**src/rtl/tcwd_pkg.sv**
```systemverilog
// Package with the register map, field layout and reset values of the timer.
package tcwd_pkg;

  // Byte offsets of the registers on the bus.
  localparam logic [7:0] TCWD_OFF_COUNT  = 8'h00; // Time clock counter.
  localparam logic [7:0] TCWD_OFF_TCCTRL = 8'h04; // Counter control.
  localparam logic [7:0] TCWD_OFF_WDCTRL = 8'h08; // Watchdog control.
  localparam logic [7:0] TCWD_OFF_CMD    = 8'h0C; // Instruction strobes.
  localparam logic [7:0] TCWD_OFF_STATUS = 8'h10; // Live counter state.

  // Field positions in the counter control register.
  localparam int TCWD_TC_INT_EDGE_BIT = 7; // Interrupt edge select.
  localparam int TCWD_TC_GIE_BIT      = 6; // Global interrupt flag, read only.
  localparam int TCWD_TC_SRC_BIT      = 5; // Count source select.
  localparam int TCWD_TC_EDGE_BIT     = 4; // Count edge select.
  localparam int TCWD_TC_PRESCALER_ASSIGN_BIT_BIT     = 3; // Prescaler assign bit.
  localparam int TCWD_TC_RATE_LSB     = 0; // Rate select, three bits.

  // Field positions in the watchdog control register.
  localparam int TCWD_WD_EN_BIT   = 3; // Watchdog enable bit.
  localparam int TCWD_WD_RATE_LSB = 0; // Rate select, three bits.

  // Bit positions in the instruction strobe register.
  localparam int TCWD_CMD_CLR_BIT   = 0; // Watchdog clear instruction.
  localparam int TCWD_CMD_SLEEP_BIT = 1; // Sleep entry instruction.

  // Field positions in the status register.
  localparam int TCWD_ST_WDCNT_LSB = 0;  // Watchdog counter.
  localparam int TCWD_ST_WDPRE_LSB = 8;  // Watchdog prescaler.
  localparam int TCWD_ST_TCPRE_LSB = 16; // Counter prescaler.

  // Reset values.
  localparam logic [7:0] TCWD_COUNT_RST  = 8'h00;
  localparam logic [7:0] TCWD_PRE_RST    = 8'h00;
  localparam logic [6:0] TCWD_TCCTRL_RST = 7'h7F;
  localparam logic [3:0] TCWD_WDCTRL_RST = 4'h7;

  // Counter control fields, without the read-only flag.
  typedef struct packed {
    logic       int_edge; // Interrupt edge select, stored only.
    logic       src;      // 0: instruction cycle, 1: external pin.
    logic       edge_sel; // 0: rising edge, 1: falling edge.
    logic       prescaler_assign_bit;     // 0: rate 1:1, 1: rate select applies.
    logic [2:0] rate;     // Counter rate select.
  } tcwd_tc_ctrl_t;

  // Watchdog control fields.
  typedef struct packed {
    logic       en;   // Watchdog enable bit.
    logic [2:0] rate; // Watchdog rate select.
  } tcwd_wd_ctrl_t;

endpackage : tcwd_pkg

```
**src/rtl/tcwd_top.sv**
```systemverilog
// Time clock counter and watchdog with their prescalers, on AHB-Lite.
//
// Function
// Two separate 8-bit prescalers, counter and watchdog.
// Counter rate select picks counter division.
// Watchdog rate select picks watchdog division.
// Writing the counter clears its prescaler.
// Watchdog clear or sleep clears watchdog prescaler.
// Counter is 8-bit, readable, writable, counts up.
// Count source and pin edge are selectable.
// Internal source, no prescale: one per cycle.
// External source: one per selected pin edge.
// Watchdog runs from sub-oscillator, always.
// Enabled watchdog timeout when awake resets device.
// Software may toggle watchdog enable anytime awake.
// Timeout is ratio times 256 half-rate periods.
// Reset from power-on, watchdog, or reset pin.
// Reset clears both counters and both prescalers.
// Reset sets counter control bits, flag excepted.
// Source bit: 0 instruction clock, 1 pin.
// Edge bit: 0 rising, 1 falling.
// Assign bit 0 gives 1:1, else 1:2..1:256.
// Watchdog rate gives 1:1 up to 1:128.
// Counter wraps to zero and flags overflow.
// Counter pin is synchronised before edge detect.
`timescale 1ns/1ps
`default_nettype none

module tcwd_top
  import tcwd_pkg::*;
#(
  parameter int CNT_W = 8 // Counter and prescaler width.
) (
  // Clock, reset and clock enable.
  input  wire logic        clk_i,
  input  wire logic        nrst_i,
  input  wire logic        ce_i,
  // AHB-Lite slave port.
  input  wire logic        hsel_i,
  input  wire logic [31:0] haddr_i,
  input  wire logic [1:0]  htrans_i,
  input  wire logic        hwrite_i,
  input  wire logic [2:0]  hsize_i,
  input  wire logic [31:0] hwdata_i,
  input  wire logic        hready_i,
  output logic      [31:0] hrdata_o,
  output logic             hreadyout_o,
  output logic             hresp_o,
  // Core side.
  input  wire logic        instr_cycle_i,
  input  wire logic        gie_i,
  input  wire logic        cpu_sleep_i,
  // Pins.
  input  wire logic        count_pin_i,
  input  wire logic        sub_osc_i,
  input  wire logic        reset_pin_n_i,
  // Events and reset request.
  output logic             tc_overflow_o,
  output logic             wd_wake_o,
  output logic             dev_reset_o
);

  // Prescaler carry for counter and watchdog: low bits selected by width are all ones.
  function automatic logic tcwd_carry(input logic [CNT_W-1:0] pre,
                                      input logic [3:0]       nbits);
    logic [CNT_W-1:0] mask;
    mask = '0;
    for (int i = 0; i < CNT_W; i++)
    begin
      mask[i] = (i < int'(nbits));
    end
    tcwd_carry = ((pre & mask) == mask);
  endfunction : tcwd_carry

  // Register state.
  logic [CNT_W-1:0] count_reg;     // Time clock counter.
  logic [CNT_W-1:0] tc_pre_reg;    // Counter prescaler.
  logic [CNT_W-1:0] wd_cnt_reg;    // Watchdog counter.
  logic [CNT_W-1:0] wd_pre_reg;    // Watchdog prescaler.
  tcwd_tc_ctrl_t    tc_ctrl_reg;   // Counter control fields.
  tcwd_wd_ctrl_t    wd_ctrl_reg;   // Watchdog control fields.
  logic             wd_reset_reg;  // Watchdog timeout reset pulse.
  logic             wd_wake_reg;   // Watchdog timeout while asleep.
  logic             tc_ovf_reg;    // Counter overflow pulse.

  // Synchronisers for the three asynchronous pins.
  logic [1:0] pin_sync_reg;        // Counter pin, two stages.
  logic       pin_last_reg;        // Previous synchronised level.
  logic [1:0] sub_sync_reg;        // Sub-oscillator, two stages.
  logic       sub_last_reg;        // Previous synchronised level.
  logic       half_reg;            // Divides the sub-oscillator by two.
  logic [1:0] rst_sync_reg;        // Reset pin, two stages.

  // Bus state.
  logic             wr_pend_reg;   // Write data phase in progress.
  logic             rd_wait_reg;   // Read data phase, first cycle.
  logic [7:0]       addr_reg;      // Captured byte offset.
  logic [31:0]      rdata_reg;     // Read data, held until next read.

  // Derived strobes.
  logic             soft_rst;      // Synchronous reset of the block.
  logic             addr_take;     // Address phase accepted.
  logic             wr_count;      // Counter written this cycle.
  logic             wr_cmd;        // Instruction strobe written.
  logic             wd_clear;      // Watchdog clear instruction.
  logic             wd_sleep;      // Sleep entry instruction.
  logic             pin_edge;      // Selected edge seen on the pin.
  logic             src_tick;      // Counter source event.
  logic             tc_tick;       // Counter advance after prescale.
  logic             fs_rise;       // Rising sub-oscillator edge.
  logic             half_tick;     // One period of half the rate.
  logic             wd_tick;       // Watchdog advance after prescale.
  logic             wd_timeout;    // Watchdog passes its maximum.
  logic [31:0]      rd_mux;        // Read value of the addressed word.

  // The reset pin is asynchronous, so only its second stage is used.
  assign soft_rst = wd_reset_reg | ~rst_sync_reg[1];

  // Writes are taken in the data phase that follows the address phase.
  assign addr_take = hsel_i & hready_i & htrans_i[1];
  assign wr_count  = wr_pend_reg & (addr_reg == TCWD_OFF_COUNT);
  assign wr_cmd    = wr_pend_reg & (addr_reg == TCWD_OFF_CMD);
  assign wd_clear  = wr_cmd & hwdata_i[TCWD_CMD_CLR_BIT];
  assign wd_sleep  = wr_cmd & hwdata_i[TCWD_CMD_SLEEP_BIT];

  // Rising edge when the edge bit is 0, falling edge when it is 1.
  assign pin_edge = tc_ctrl_reg.edge_sel ?
                    (pin_last_reg & ~pin_sync_reg[1]) :
                    (~pin_last_reg & pin_sync_reg[1]);

  // Source select: instruction cycle or pin edge.
  assign src_tick = tc_ctrl_reg.src ? pin_edge : instr_cycle_i;

  // Without the prescaler every source event advances the counter.
  assign tc_tick = src_tick & (~tc_ctrl_reg.prescaler_assign_bit |
                   tcwd_carry(tc_pre_reg,
                              {1'b0, tc_ctrl_reg.rate} + 4'h1));

  // The watchdog prescaler ticks on every second sub-oscillator rising edge.
  assign fs_rise   = sub_sync_reg[1] & ~sub_last_reg;
  assign half_tick = fs_rise & half_reg;
  assign wd_tick   = half_tick &
                     tcwd_carry(wd_pre_reg, {1'b0, wd_ctrl_reg.rate});
  assign wd_timeout = wd_tick & (&wd_cnt_reg);

  // Pin synchronisers; the first stage feeds only the second.
  always_ff @(posedge clk_i or negedge nrst_i)
  begin
    if (!nrst_i)
    begin
      pin_sync_reg <= 2'h0;
      pin_last_reg <= 1'b0;
      sub_sync_reg <= 2'h0;
      sub_last_reg <= 1'b0;
      rst_sync_reg <= 2'h0;
    end
    else if (ce_i)
    begin
      pin_sync_reg <= {pin_sync_reg[0], count_pin_i};
      pin_last_reg <= pin_sync_reg[1];
      sub_sync_reg <= {sub_sync_reg[0], sub_osc_i};
      sub_last_reg <= sub_sync_reg[1];
      rst_sync_reg <= {rst_sync_reg[0], reset_pin_n_i};
    end
  end

  // Bus address phase capture and read wait state.
  always_ff @(posedge clk_i or negedge nrst_i)
  begin
    if (!nrst_i)
    begin
      wr_pend_reg <= 1'b0;
      rd_wait_reg <= 1'b0;
      addr_reg    <= 8'h00;
    end
    else if (ce_i)
    begin
      // A new address phase can only be taken while hready is high.
      wr_pend_reg <= addr_take & hwrite_i;
      rd_wait_reg <= addr_take & ~hwrite_i;
      if (addr_take)
      begin
        addr_reg <= haddr_i[7:0];
      end
    end
  end

  // Read multiplexer; unmapped offsets read as zero.
  always_comb
  begin
    rd_mux = 32'h0000_0000;
    unique case (addr_reg)
      TCWD_OFF_COUNT:
      begin
        rd_mux[CNT_W-1:0] = count_reg;
      end
      TCWD_OFF_TCCTRL:
      begin
        rd_mux[TCWD_TC_INT_EDGE_BIT] = tc_ctrl_reg.int_edge;
        rd_mux[TCWD_TC_GIE_BIT]      = gie_i;
        rd_mux[TCWD_TC_SRC_BIT]      = tc_ctrl_reg.src;
        rd_mux[TCWD_TC_EDGE_BIT]     = tc_ctrl_reg.edge_sel;
        rd_mux[TCWD_TC_PRESCALER_ASSIGN_BIT_BIT]     = tc_ctrl_reg.prescaler_assign_bit;
        rd_mux[TCWD_TC_RATE_LSB+:3]  = tc_ctrl_reg.rate;
      end
      TCWD_OFF_WDCTRL:
      begin
        rd_mux[TCWD_WD_EN_BIT]      = wd_ctrl_reg.en;
        rd_mux[TCWD_WD_RATE_LSB+:3] = wd_ctrl_reg.rate;
      end
      TCWD_OFF_STATUS:
      begin
        rd_mux[TCWD_ST_WDCNT_LSB+:CNT_W] = wd_cnt_reg;
        rd_mux[TCWD_ST_WDPRE_LSB+:CNT_W] = wd_pre_reg;
        rd_mux[TCWD_ST_TCPRE_LSB+:CNT_W] = tc_pre_reg;
      end
      default:
      begin
        rd_mux = 32'h0000_0000;
      end
    endcase
  end

  // Read data is sampled in the wait cycle and then held.
  always_ff @(posedge clk_i or negedge nrst_i)
  begin
    if (!nrst_i)
    begin
      rdata_reg <= 32'h0000_0000;
    end
    else if (ce_i && rd_wait_reg)
    begin
      rdata_reg <= rd_mux;
    end
  end

  // Control registers; a watchdog or pin reset restores them too.
  always_ff @(posedge clk_i or negedge nrst_i)
  begin
    if (!nrst_i)
    begin
      tc_ctrl_reg <= TCWD_TCCTRL_RST;
      wd_ctrl_reg <= TCWD_WDCTRL_RST;
    end
    else if (ce_i)
    begin
      if (soft_rst)
      begin
        tc_ctrl_reg <= TCWD_TCCTRL_RST;
        wd_ctrl_reg <= TCWD_WDCTRL_RST;
      end
      else if (wr_pend_reg && addr_reg == TCWD_OFF_TCCTRL)
      begin
        // The flag bit is not stored; it always mirrors the core.
        tc_ctrl_reg.int_edge <= hwdata_i[TCWD_TC_INT_EDGE_BIT];
        tc_ctrl_reg.src      <= hwdata_i[TCWD_TC_SRC_BIT];
        tc_ctrl_reg.edge_sel <= hwdata_i[TCWD_TC_EDGE_BIT];
        tc_ctrl_reg.prescaler_assign_bit     <= hwdata_i[TCWD_TC_PRESCALER_ASSIGN_BIT_BIT];
        tc_ctrl_reg.rate     <= hwdata_i[TCWD_TC_RATE_LSB+:3];
      end
      else if (wr_pend_reg && addr_reg == TCWD_OFF_WDCTRL && !cpu_sleep_i)
      begin
        // Enable may change at any time while the core is awake.
        wd_ctrl_reg.en   <= hwdata_i[TCWD_WD_EN_BIT];
        wd_ctrl_reg.rate <= hwdata_i[TCWD_WD_RATE_LSB+:3];
      end
    end
  end

  // Time clock counter and its prescaler.
  always_ff @(posedge clk_i or negedge nrst_i)
  begin
    if (!nrst_i)
    begin
      count_reg  <= TCWD_COUNT_RST;
      tc_pre_reg <= TCWD_PRE_RST;
      tc_ovf_reg <= 1'b0;
    end
    else if (ce_i)
    begin
      tc_ovf_reg <= 1'b0;
      if (soft_rst)
      begin
        count_reg  <= TCWD_COUNT_RST;
        tc_pre_reg <= TCWD_PRE_RST;
      end
      else if (wr_count)
      begin
        // A software write wins over a tick in the same cycle.
        count_reg  <= hwdata_i[CNT_W-1:0];
        tc_pre_reg <= TCWD_PRE_RST;
      end
      else
      begin
        if (src_tick && tc_ctrl_reg.prescaler_assign_bit)
        begin
          tc_pre_reg <= tc_pre_reg + 1'b1;
        end
        if (tc_tick)
        begin
          // Natural wrap of the width brings the counter back to zero.
          count_reg  <= count_reg + 1'b1;
          tc_ovf_reg <= &count_reg;
        end
      end
    end
  end

  // Half-rate divider for the watchdog time base.
  always_ff @(posedge clk_i or negedge nrst_i)
  begin
    if (!nrst_i)
    begin
      half_reg <= 1'b0;
    end
    else if (ce_i && fs_rise)
    begin
      half_reg <= ~half_reg;
    end
  end

  // Watchdog counter and prescaler run even while the core sleeps.
  always_ff @(posedge clk_i or negedge nrst_i)
  begin
    if (!nrst_i)
    begin
      wd_cnt_reg <= TCWD_COUNT_RST;
      wd_pre_reg <= TCWD_PRE_RST;
    end
    else if (ce_i)
    begin
      if (soft_rst || wd_clear || wd_sleep)
      begin
        wd_cnt_reg <= TCWD_COUNT_RST;
        wd_pre_reg <= TCWD_PRE_RST;
      end
      else if (half_tick)
      begin
        wd_pre_reg <= wd_pre_reg + 1'b1;
        if (wd_tick)
        begin
          wd_cnt_reg <= wd_cnt_reg + 1'b1;
        end
      end
    end
  end

  // Timeout action: full reset when awake, wake request when asleep.
  always_ff @(posedge clk_i or negedge nrst_i)
  begin
    if (!nrst_i)
    begin
      wd_reset_reg <= 1'b0;
      wd_wake_reg  <= 1'b0;
    end
    else if (ce_i)
    begin
      wd_reset_reg <= wd_timeout & wd_ctrl_reg.en & ~cpu_sleep_i &
                      ~soft_rst;
      wd_wake_reg  <= wd_timeout & wd_ctrl_reg.en & cpu_sleep_i &
                      ~soft_rst;
    end
  end

  // Outputs; reads insert one wait cycle so data comes from a flop.
  assign hreadyout_o   = ~rd_wait_reg;
  assign hresp_o       = 1'b0;
  assign hrdata_o      = rdata_reg;
  assign tc_overflow_o = tc_ovf_reg;
  assign wd_wake_o     = wd_wake_reg;
  assign dev_reset_o   = soft_rst | ~nrst_i;

endmodule : tcwd_top

`default_nettype wire

```
**config.mk**
```make
export PLATFORM = sky130hd
export DESIGN_NAME = tcwd_top
export DESIGN_NICKNAME = d
export VERILOG_FILES = /design/src/rtl/tcwd_pkg.sv /design/src/rtl/tcwd_top.sv
export SDC_FILE = /design/constraint.sdc
export NUM_CORES = 1
export LEC_CHECK = 0
export BUFFER_PORTS_ARGS = -buffer_cell sky130_fd_sc_hd__buf_2
export CORE_MARGIN = 5
export CORE_UTILIZATION = 45
export CTS_BUF_LIST = sky130_fd_sc_hd__clkbuf_4
export DETAILED_ROUTE_END_ITERATION = 7
export PLACE_DENSITY_LB_ADDON = 0.3
export SLEW_MARGIN = 20
export SYNTH_ARGS = -nofsm -noshare
export SYNTH_HDL_FRONTEND = slang
export SYNTH_SLANG_ARGS = --single-unit
```
**constraint.sdc**
```tcl
create_clock -name clk_i -period 2.41 [get_ports clk_i]
set_input_delay 0.241 -clock clk_i [delete_from_list [all_inputs] [get_ports clk_i]]
set_output_delay 0.241 -clock clk_i [all_outputs]
set_load 0.02 [all_outputs]
```
==> qor.csv, run 1 <==
stage;metric;value;unit
floorplanning;Die ar.;12350;µm²
timing;final count of pins violating max slew;0;
clock_network;clock insertion delay at the later pin of the skew report;0.46;ns
clock_network;clk root buf;clkbuf_4;
clock_network;clk slew on worst S/H paths;0.14;ns
worst_setup_path;CP cell instances;ha_1 -> xnor2_1 -> o21ai_0 -> a21boi_2 -> a21oi_2 -> nand2b_4 -> o21ai_1;
timing;Tcrit/Tclk final;0.9262;
cells_and_area;fraction of layout cells with a size suffix above 1;0.2376;
logic_synthesis;Post-Syn Area;4601;µm²
worst_hold_path;worst hold path class;in2reg;
worst_setup_path;kind of critical path;reg2reg;
pwr;Max VDD drop;0.0003617;V
clock_network;CTS tree;built;
worst_setup_path;crit path capture type;flop;
worst_setup_path;CP max-delay cell;dfstp_2;
worst_setup_path;worst-path maximum fanout;11;
pwr;Net Sw Power;0.001159;W
logic_synthesis;Area contributors post-synth;dfrtp_1 (43%), dfstp_2 (5.7%), a22o_1 (4.6%);
cells_and_area;final layout net count;609;
logic_synthesis;commonest cells in the netlist;dfrtp_1 (79), nand2_1 (47), o21ai_0 (41);
place;pre-CTS setup slack;0.2110;ns
global_routing;pin count of the biggest net entering global routing;34;
pwr;Sw Share;0.3244;
global_routing;vias in the first global route;3513;
pwr;Seq pwr share;0.523;
clock_network;cts repair resizes;0;
clock_network;Post-CTS Repair Setup Buffers;0;
pwr;cell-internal power;0.002413;W
place;RD Place Congestion;0.8784;
clock_network;CTS Buffer Depth;2;
drt;Detailed Route WL;10450;µm
worst_setup_path;CP peak stage delay;0.62;ns
logic_synthesis;post-synth top area cell;dfrtp_1;
logic_synthesis;asr flop ratio synth;1.000;
global_routing;first-pass GRT wire length;17760;µm
timing;minimum clock period;2.232;ns
global_routing;Total GRT Usage;0.1765;
logic_synthesis;Post-synth top flop;dfrtp_1;
drt;DR iter-0 viols;254;
cells_and_area;max reg flops;24;
logic_synthesis;Cell variety after synth;67;
drt;Vias;3641;
timing;Sum Neg Setup Slack;0;ns
drt;First-pass DRT Iterations;4;
timing;RSZ-0062 raised after global routing;false;
logic_synthesis;post-synthesis sequential area ratio;0.4868;
floorplanning;Core ar.;10140;µm²
timing;minimum hold slack;0.01823;ns
global_routing;initial antenna violation count;0;
pwr;clock share of power;0.266;
place;Port Buffers;56;
pwr;combinational cell fraction of total power;0.212;
timing;max frequency;448.0;MHz
worst_setup_path;CP delay by family, top;compound AO/OA/AOI/OAI gates;
worst_setup_path;CP required;2.76;ns
logic_synthesis;count leader, synth;dfrtp_1;
logic_synthesis;synthesized netlist cell count;461;
worst_setup_path;startpoint class of the critical path;flop;
worst_setup_path;reg2reg path depth;7;
timing;Slew headroom;0.4582;
floorplanning;initial core utilization;0.4538;
cells_and_area;Non-Filler Instances;662;
cells_and_area;synthesis-to-finish area growth;13.24;%
pwr;leakage;2.407;nW
run;Maximum Capacitance Violations;0;
drt;WL per Instance;15.78;µm
pwr;Tot Pwr;0.003572;W
clock_network;total CTS buffers;9;
logic_synthesis;#FFs+latches synth;89;
floorplanning;Die X-Extent;111.1;µm
place;dpl cells;642;
worst_setup_path;crit path buf inv count;0;
timing;Finish-stage setup viols;0;
logic_synthesis;Mean Syn Cell Area;9.980;µm²
drt;ANT nets after route;0;
logic_synthesis;number of synthesized flops with an enable pin;0;
logic_synthesis;Synth warnings;0;
worst_setup_path;cell count along the critical path;7;
floorplanning;Ports;118;
logic_synthesis;top-area cell type share of the netlist area;0.4297;
drt;drt drc;0;
cells_and_area;number of fill cells;955;
run_status;status;finished, final reports clean;
timing;final-report hold violation count;0;
floorplanning;cell row count;37;
clock_network;CTS H-tree lvls;3;
timing;PnR worst setup slack;0.1778;ns
drt;Vias/cell;5.500;
global_routing;total grt overflow;0;
floorplanning;Die H;111.1;µm
timing;skew final;0.02268;ns
worst_setup_path;Crit path arrival time;2.58;ns
cells_and_area;ant diodes;0;
pwr;power per cell area;685.6;nW/µm²
place;DPL Wire Length;7821;µm
worst_hold_path;Worst Hold Depth;2;
timing;Worst-Margin Slew;0.8108;ns
clock_network;clk sink count;89;
## stage by stage
step                        util  area, µm²
after global routing      0.5139       5210
after global placement    0.4932       5000
after CTS                 0.5129       5200
final                     0.5139       5210
after floorplan                -       4631
after detailed placement  0.4932       5000
## worst reg2reg max path, delay by kind of cell, from the launching register on
kind	cells	cell delay, ns
compound gates	4	0.96
xor+xnor	1	0.07
fa+ha+maj	1	0.21
flops	1	0.62
simple gates	1	0.28
## area by class of cell
| type | instances | area, µm² | share of cell area |
|---|---|---|---|
| Tap cell | 136 | 170.2 | 0.03266 |
| Sequential cell | 89 | 2240 | 0.4299 |
| Clock inverter | 6 | 92.59 | 0.01777 |
| Timing Repair Buffer | 73 | 422.9 | 0.08117 |
| Clock buffer | 9 | 67.56 | 0.01297 |
| Inverter | 17 | 63.81 | 0.01225 |
| Multi-Input combinational cell | 332 | 2153 | 0.4133 |
## timing repair
action,CTS,global route
endpoints found under the hold margin,21,1
setup endpoints to repair,0,0
hold buffers,4,1
## cell usage in the layout, fill, tap and decap left out, types with 5 or more instances in the layout
master         netlist  layout
mux2i_1             11      11
conb_1               1       9
a21oi_1             15      15
nand4_1              8       8
nor3b_1              8       8
dfstp_2             10      10
mux2_2              16      16
o21ai_1             10      10
dlygate4sd3_1        0       5
ha_1                 6       6
and3_1               9       9
o21ai_0             41      41
inv_1               17      17
clkbuf_4             0       9
nor2_1              34      34
a22o_1              24      24
nor2b_1              6       6
nand2_1             47      47
dfrtp_1             79      79
buf_4                9      13
nand3_1             13      13
buf_2                5      55
nor3_1               5       5
## final timing paths
check	from	end	slack, ns
worst max-delay path	tc_ctrl_reg[1]	count_reg[3]	0.18
worst min-delay path	haddr_i[1]	addr_reg[1]	0.02
worst max register to register	tc_ctrl_reg[1]	count_reg[3]	0.18
worst min register to register	wd_pre_reg[7]	wd_pre_reg[7]	0.49
max in group asynchronous	nrst_i	tc_pre_reg[1]	1.42
min in group asynchronous	nrst_i	wd_pre_reg[4]	0.23
## power groups by stage
stage / clock network, W / logic (W) / registers [W]
after floorplan: 0 / 0.000579 / 0.00182
after global placement: 0 / 0.000725 / 0.00188
after detailed placement: 0 / 0.000751 / 0.00190
after CTS: 0.000978 / 0.000760 / 0.00187
after global routing: 0.00103 / 0.000855 / 0.00189
final: 0.000949 / 0.000757 / 0.00187
## routing by layer
metal / track usage / share of wire
met1: 0.2483 / 0.46
met2: 0.2714 / 0.46
met3: 0.04094 / 0.067
met4: 0.05515 / 0.010
met5: 0 / 0
## logic make-up after synthesis
family	after synthesis	share of synthesized area
AND/OR/NAND/NOR	153	0.1711
AO/OA/AOI/OAI	129	0.1947
flip-flops	89	0.4868
buffers and inverters	48	0.05167
multiplexers	27	0.06310
adder cells (fa/ha/maj)	7	0.01849
XOR/XNOR	7	0.01333
other	1	0.0008151
Power figures use the tool's default switching activity.
==> run 2, diff against run 1 <==
ABC_AREA = 1   (was not set)
==> run 2 against run 1 <==
Power fell by 14%; critical path depth rose by 1; largest power group unchanged; clock skew fell by 0.0089 ns.
==> qor.csv, run 2 <==
stage;metric;value;unit;change
global_routing;initial antenna violation count;0;;unchanged
cells_and_area;fraction of layout cells with a size suffix above 1;0.1866;;-0.05105
logic_synthesis;count leader, synth;nand2_1;;
worst_setup_path;CP cell instances;nor2_4 -> inv_1 -> nor3_1 -> nand2_1 -> o21ai_1 -> nand2_1 -> nand2_1 -> o21ai_2;;
logic_synthesis;asr flop ratio synth;1.000;;unchanged
logic_synthesis;fraction of the mapped netlist area in adder cells;0.01539;;-0.003105
clock_network;clock insertion delay at the later pin of the skew report;0.43;ns;-0.03 ns
timing;Worst-Margin Slew;0.7159;ns;-0.09487 ns
drt;First-pass DRT Iterations;5;;+1
clock_network;clk slew on worst S/H paths;0.13;ns;about the same
cells_and_area;final core utilization;0.5041;;-0.009809
logic_synthesis;multiplexer area fraction after synthesis;0;;-0.06309
pwr;power per cell area;567.8;nW/µm²;-17%
drt;WL per Instance;14.29;µm;-9.4%
clock_network;total CTS buffers;9;;unchanged
clock_network;CTS tree;built;;
cells_and_area;synthesis-to-finish area growth;11.03;%;
cells_and_area;commonest non-fill, non-tap cells in the layout;nand2_1 (194), dfrtp_1 (79), buf_2 (55);;
global_routing;pin count of the biggest net entering global routing;55;;+62%
timing;Slew headroom;0.5223;;+0.06407
run_status;status;finished, final reports clean;;
logic_synthesis;top-area cell type share of the netlist area;0.4052;;-0.02447
floorplanning;initial core utilization;0.4540;;about the same
logic_synthesis;Synth warnings;0;;unchanged
worst_hold_path;worst hold path class;in2reg;;
clock_network;clk sink count;89;;unchanged
timing;final-report hold violation count;0;;unchanged
place;RD Place Congestion;0.8919;;+1.5%
timing;Tcrit/Tclk final;0.7763;;-0.1499
logic_synthesis;Synth Area in Compound Gates;0.1126;;-0.08213
floorplanning;Ports;118;;unchanged
global_routing;first-pass GRT wire length;20230;µm;+14%
clock_network;CTS Buffer Depth;2;;unchanged
worst_setup_path;most frequent CP cell;nand2_1;;
timing;final count of pins violating max slew;0;;unchanged
logic_synthesis;number of synthesized flops with an enable pin;0;;unchanged
cells_and_area;number of fill cells;1080;;+13%
floorplanning;Core ar.;10750;µm²;+6.0%
cells_and_area;commonest non-fill, non-tap cell in the layout;nand2_1;;
pwr;Tot Pwr;0.003075;W;-14%
logic_synthesis;post-synthesis simple-gate area fraction;0.3116;;+0.1406
timing;max frequency;534.5;MHz;+19%
drt;Vias;4260;;+17%
place;DPL Wire Length;8777;µm;+12%
logic_synthesis;combinational family with the most area after synthesis;simple AND/OR/NAND/NOR gates;;
logic_synthesis;synthesized netlist cell count;621;;+35%
logic_synthesis;post-synth top area cell;dfrtp_1;;
place;Port Buffers;56;;unchanged
global_routing;Total GRT Usage;0.1920;;+0.01557
worst_setup_path;CP delay by family, top;simple AND/OR/NAND/NOR gates;;
drt;Detailed Route WL;11800;µm;+13%
timing;skew final;0.01383;ns;-0.008855 ns
cells_and_area;ant diodes;0;;unchanged
clock_network;clk root buf;clkbuf_4;;
logic_synthesis;commonest cells in the netlist;nand2_1 (194), dfrtp_1 (79), inv_1 (53);;
timing;RSZ-0062 raised after global routing;false;;
logic_synthesis;#FFs+latches synth;89;;unchanged
drt;Vias/cell;5.157;;-6.2%
global_routing;total grt overflow;0;;unchanged
pwr;leakage;2.768;nW;+15%
drt;DR iter-0 viols;447;;+76%
clock_network;CTS H-tree lvls;3;;unchanged
timing;minimum clock period;1.871;ns;-0.3614 ns
drt;ANT nets after route;0;;unchanged
worst_setup_path;Crit path arrival time;2.22;ns;-0.36 ns
logic_synthesis;Area contributors post-synth;dfrtp_1 (41%), nand2_1 (15%), dfstp_2 (5.4%);;
run;Maximum Capacitance Violations;0;;unchanged
worst_setup_path;kind of critical path;reg2reg;;
cells_and_area;final layout net count;769;;+26%
timing;Finish-stage setup viols;0;;unchanged
logic_synthesis;XOR/XNOR Fraction of Synth Area;0.01975;;+0.006423
drt;drt drc;0;;unchanged
worst_setup_path;worst-path maximum fanout;14;;+3
logic_synthesis;Cell variety after synth;39;;-42%
worst_setup_path;crit path buf inv count;1;;+1
floorplanning;Die H;114.1;µm;+2.7%
floorplanning;Die X-Extent;114.1;µm;+2.7%
worst_setup_path;CP required;2.76;ns;about the same
worst_setup_path;CP max-delay cell;dfrtp_1;;
worst_setup_path;startpoint class of the critical path;flop;;
clock_network;Post-CTS Repair Setup Buffers;0;;unchanged
pwr;Max VDD drop;0.0002544;V;-30%
logic_synthesis;post-synthesis sequential area ratio;0.4591;;-0.02772
cells_and_area;max reg flops;24;;unchanged
worst_setup_path;crit path capture type;flop;;
floorplanning;Die ar.;13020;µm²;+5.5%
logic_synthesis;Post-synth top flop;dfrtp_1;;
logic_synthesis;Mean Syn Cell Area;7.856;µm²;-21%
floorplanning;cell row count;38;;+2.7%
logic_synthesis;Post-Syn Area;4878;µm²;+6.0%
timing;Sum Neg Setup Slack;0;ns;unchanged
global_routing;vias in the first global route;4231;;+20%
worst_setup_path;CP peak stage delay;0.44;ns;-0.18 ns
-- run 2: cell count changes after synthesis, moves of 10 or more --
cell     delta
mux2_2     -16
mux2i_1    -11
o31ai_1    +10
nand3_1    +37
inv_1      +36
nand2_1   +147
a22o_1     -24
-- run 2: layout make-up --
type | count | area (µm²) | share of cell area
clock buffers | 12 | 90.09 | 0.01663
flip-flops and latches | 89 | 2240 | 0.4135
repair buffers | 69 | 392.9 | 0.07253
multi-input cells | 453 | 2275 | 0.4200
well taps | 140 | 175.2 | 0.03234
clock inverters | 3 | 18.77 | 0.003465
inverters | 60 | 225.2 | 0.04158
-- run 2: layer usage --
metal  up-vias  GRT usage  share of wire
met2       123     0.2959           0.46
li1       2125          -              -
met3        12    0.03700          0.074
met1      2000     0.2722           0.45
met5         -          0              0
met4         0    0.06651          0.012
-- run 2: worst paths after layout --
check | from | endpoint | slack (ns) | cells past startpoint
min in group asynchronous | nrst_i | tc_pre_reg[2] | 0.45 | 3
setup / recovery | addr_reg[1] | tc_ctrl_reg[3] | 0.54 | 8
hold / removal | sub_osc_i | sub_sync_reg[0] | 0.009 | 3
hold reg to reg | wd_ctrl_reg[0] | wd_ctrl_reg[0] | 0.49 | 2
max in group asynchronous | nrst_i | pin_sync_reg[0] | 1.41 | 3
setup reg to reg | addr_reg[1] | tc_ctrl_reg[3] | 0.54 | 8
-- run 2: what timing repair did --
action / CTS / global route
endpoints found under the hold margin: 41 / 0
gates resized for setup: 0 / 0
hold buffers: 5 / 0
-- run 2: cell families (layout without fill, tap and decap cells) --
family | count (synthesis) | count (layout)
compound gates | 93 | 93
buf+inv | 87 | 144
simple gates | 334 | 334
flops | 89 | 89
fa+ha+maj | 6 | 6
xor+xnor | 11 | 11
other cells | 1 | 9
-- run 2: through the flow --
step / worst slack [ns] / instances / cell area (µm²) / hold WS, ns
3_3_place_gp: 0.6164 / 806 / 5258 / 0.3889
6_report: 0.5392 / 826 / 5416 / 0.008590
3_5_place_dp: 0.5798 / 806 / 5258 / 0.3867
2_1_floorplan: 0.8711 / 629 / 4908 / -0.05459
5_1_grt: 0.2964 / 826 / 5416 / 0.001297
4_1_cts: 0.5554 / 826 / 5416 / 0.001337
-- run 2: report_power, final --
| group | switching, W | internal (W) |
|---|---|---|
| Clock | 0.000496 | 0.000239 |
| Combinational | 0.000395 | 0.000186 |
| Sequential | 0.000127 | 0.00163 |
-- run 2: worst register-to-register path, cell delays in order, from the launching register on --
cell	delay, ns
dfrtp_1	0.44
nor2_4	0.15
inv_1	0.09
nor3_1	0.16
nand2_1	0.17
o21ai_1	0.17
nand2_1	0.36
nand2_1	0.20
o21ai_2	0.06
==> run 3, diff against run 2 <==
clock period = 1.8 ns   (was 2.41 ns; I/O delays follow)
==> run 3 against run 2 <==
Hold slack gained 0.0088 ns; final cell count grew 2.5%; via count grew 3.2%; sequential share of layout area shrank 1.9 points; clock-buffer cell count grew 1; critical endpoint is now count_reg[6]; highest routed layer unchanged.
==> qor.csv, run 3 (same netlist as run 2, synthesis figures left out) <==
stage;metric;value;unit;change
timing;skew final;0.01470;ns;+0.0008719 ns
global_routing;vias in the first global route;4248;;+0.40%
drt;ANT nets after route;0;;unchanged
clock_network;CTS tree;built;;
worst_hold_path;worst hold path class;in2reg;;
pwr;Tot Pwr;0.004405;W;+43%
worst_setup_path;reg2reg path depth;11;;+3
global_routing;first-pass GRT wire length;20500;µm;+1.3%
timing;Sum Neg Setup Slack;0;ns;unchanged
clock_network;clk root buf;clkbuf_4;;
cells_and_area;final core utilization;0.5291;;+0.02503
timing;max frequency;580.2;MHz;+8.5%
timing;final-report hold violation count;0;;unchanged
drt;Detailed Route WL;12210;µm;+3.5%
worst_setup_path;cell count along the critical path;11;;+3
worst_setup_path;CP max-delay cell;dfstp_2;;
drt;First-pass DRT Iterations;5;;unchanged
worst_setup_path;worst-path maximum fanout;6;;-8
place;RD Place Congestion;0.8783;;-1.5%
pwr;leakage;2.898;nW;+4.7%
pwr;Sw Share;0.3215;;-0.009788
worst_setup_path;kind of critical path;reg2reg;;
clock_network;clock insertion delay at the later pin of the skew report;0.43;ns;about the same
run;Maximum Capacitance Violations;0;;unchanged
drt;WL per Instance;14.42;µm;+0.90%
floorplanning;cell row count;38;;unchanged
floorplanning;Ports;118;;unchanged
timing;minimum clock period;1.724;ns;-0.1473 ns
place;DPL Wire Length;9055;µm;+3.2%
worst_setup_path;worst r2r src;tc_ctrl_reg[0];;
timing;RSZ-0062 raised after global routing;true;;
pwr;clock share of power;0.263;;+0.024
cells_and_area;commonest non-fill, non-tap cell in the layout;nand2_1;;
worst_setup_path;CP peak stage delay;0.59;ns;+0.15 ns
floorplanning;Die H;114.1;µm;unchanged
clock_network;total CTS buffers;9;;unchanged
worst_setup_path;crit path buf inv count;1;;unchanged
worst_setup_path;startpoint class of the critical path;flop;;
timing;Tcrit/Tclk final;0.9575;;+0.1812
floorplanning;Die ar.;13020;µm²;unchanged
cells_and_area;synthesis-to-finish area growth;16.54;%;
pwr;Net Sw Power;0.001416;W;+39%
pwr;power per cell area;774.9;nW/µm²;+36%
global_routing;Total GRT Usage;0.1947;;+0.002653
clock_network;CTS H-tree lvls;3;;unchanged
cells_and_area;final layout net count;789;;+2.6%
run_status;status;finished, final reports clean;;
worst_setup_path;Crit path arrival time;2.05;ns;-0.17 ns
floorplanning;Die X-Extent;114.1;µm;unchanged
drt;DR iter-0 viols;427;;-4.5%
cells_and_area;fraction of layout cells with a size suffix above 1;0.2122;;+0.02558
cells_and_area;max reg flops;24;;unchanged
pwr;Max VDD drop;0.0003574;V;+40%
clock_network;clk sink count;89;;unchanged
worst_setup_path;CP delay by family, top;simple AND/OR/NAND/NOR gates;;
place;Port Buffers;56;;unchanged
pwr;combinational cell fraction of total power;0.201;;+0.012
clock_network;CTS Buffer Depth;2;;unchanged
worst_setup_path;r2r endpoint;count_reg[6];;
cells_and_area;commonest non-fill, non-tap cells in the layout;nand2_1 (191), dfrtp_1 (78), buf_2 (55);;
worst_setup_path;crit path capture type;flop;;
worst_setup_path;crit path to;count_reg[6];;
worst_setup_path;CP required;2.13;ns;-0.63 ns
clock_network;clk slew on worst S/H paths;0.13;ns;about the same
floorplanning;Core ar.;10750;µm²;unchanged
global_routing;initial antenna violation count;0;;unchanged
timing;final count of pins violating max slew;0;;unchanged
drt;Vias/cell;5.189;;+0.61%
cells_and_area;ant diodes;0;;unchanged
worst_setup_path;most frequent CP cell;nor2_1;;
drt;Vias;4395;;+3.2%
worst_setup_path;CP cell instances;ha_1 -> nor2_1 -> nor2_1 -> nand3_1 -> nor2_1 -> nand3_2 -> nand2_2 -> nand2_4 -> buf_12 -> nand3_1 -> nand2_1;;
pwr;cell-internal power;0.002989;W;+45%
floorplanning;initial core utilization;0.4540;;unchanged
global_routing;pin count of the biggest net entering global routing;56;;+1.8%
global_routing;total grt overflow;0;;unchanged
worst_setup_path;Setup crit start;tc_ctrl_reg[0];;
timing;Finish-stage setup viols;0;;unchanged
worst_setup_path;R2R setup slack;0.08;ns;-0.46 ns
drt;drt drc;0;;unchanged
pwr;Seq pwr share;0.536;;-0.036
-- run 3: final cells by class --
class,count,area [µm²]
tap,140,175.2
clock buffer,13,97.59
clock inverter,3,42.54
fill,1081,5060
multi-input combinational,453,2316
sequential,89,2241
inverter,60,225.2
timing repair buffer,89,588.1
-- run 3: layer usage --
layer	share of wire	GRT usage
met2	0.46	0.3021
met4	0.017	0.05067
met1	0.47	0.2819
met5	0	0
met3	0.054	0.03647
-- run 3: power by group through the flow --
stage / Sequential [W] / Clock [W] / Combinational (W)
CTS: 0.00235 / 0.00118 / 0.000849
global placement: 0.00238 / 0 / 0.000796
floorplan: 0.00235 / 0 / 0.000579
detailed placement: 0.00239 / 0 / 0.000823
finish: 0.00236 / 0.00116 / 0.000886
global route: 0.00239 / 0.00128 / 0.00100
-- run 3: worst min-delay path by stage --
stage | start | endpoint | slack [ns] | cells after the start
after floorplan | nrst_i | addr_reg[0] | -0.12 | 0
after global placement | nrst_i | hrdata_o[1] | 0.27 | 2
after detailed placement | nrst_i | hrdata_o[1] | 0.27 | 2
after CTS | cpu_sleep_i | wd_wake_o | 0.01 | 3
after global routing | cpu_sleep_i | wd_wake_o | 0.03 | 3
final | cpu_sleep_i | wd_wake_o | 0.02 | 3
-- run 3: metrics by stage --
stage               instance area, µm²  worst slack [ns]  hold WS, ns  std cells
CTS                               5620          0.004210      0.01209        844
global route                      5685         -0.005628      0.02678        847
floorplan                         4908            0.2611      -0.1156        629
finish                            5685           0.07649      0.01744        847
global placement                  5350           0.08715       0.2709        815
detailed placement                5350           0.03171       0.2685        815
-- run 3: what timing repair did --
item	4_1_cts	5_1_grt
hold buffers	13	0
endpoints found under the setup margin	0	32
buffers inserted	0	3
hold endpoints to repair	92	0
resized for setup	0	12
-- run 3: worst register-to-register path, stage by stage (launching register included) --
cell and delay (ns):
dfstp_2 0.59, ha_1 0.15, nor2_1 0.04, nor2_1 0.11, nand3_1 0.08, nor2_1 0.13, nand3_2 0.10, nand2_2 0.09
nand2_4 0.08, buf_12 0.14, nand3_1 0.06, nand2_1 0.06
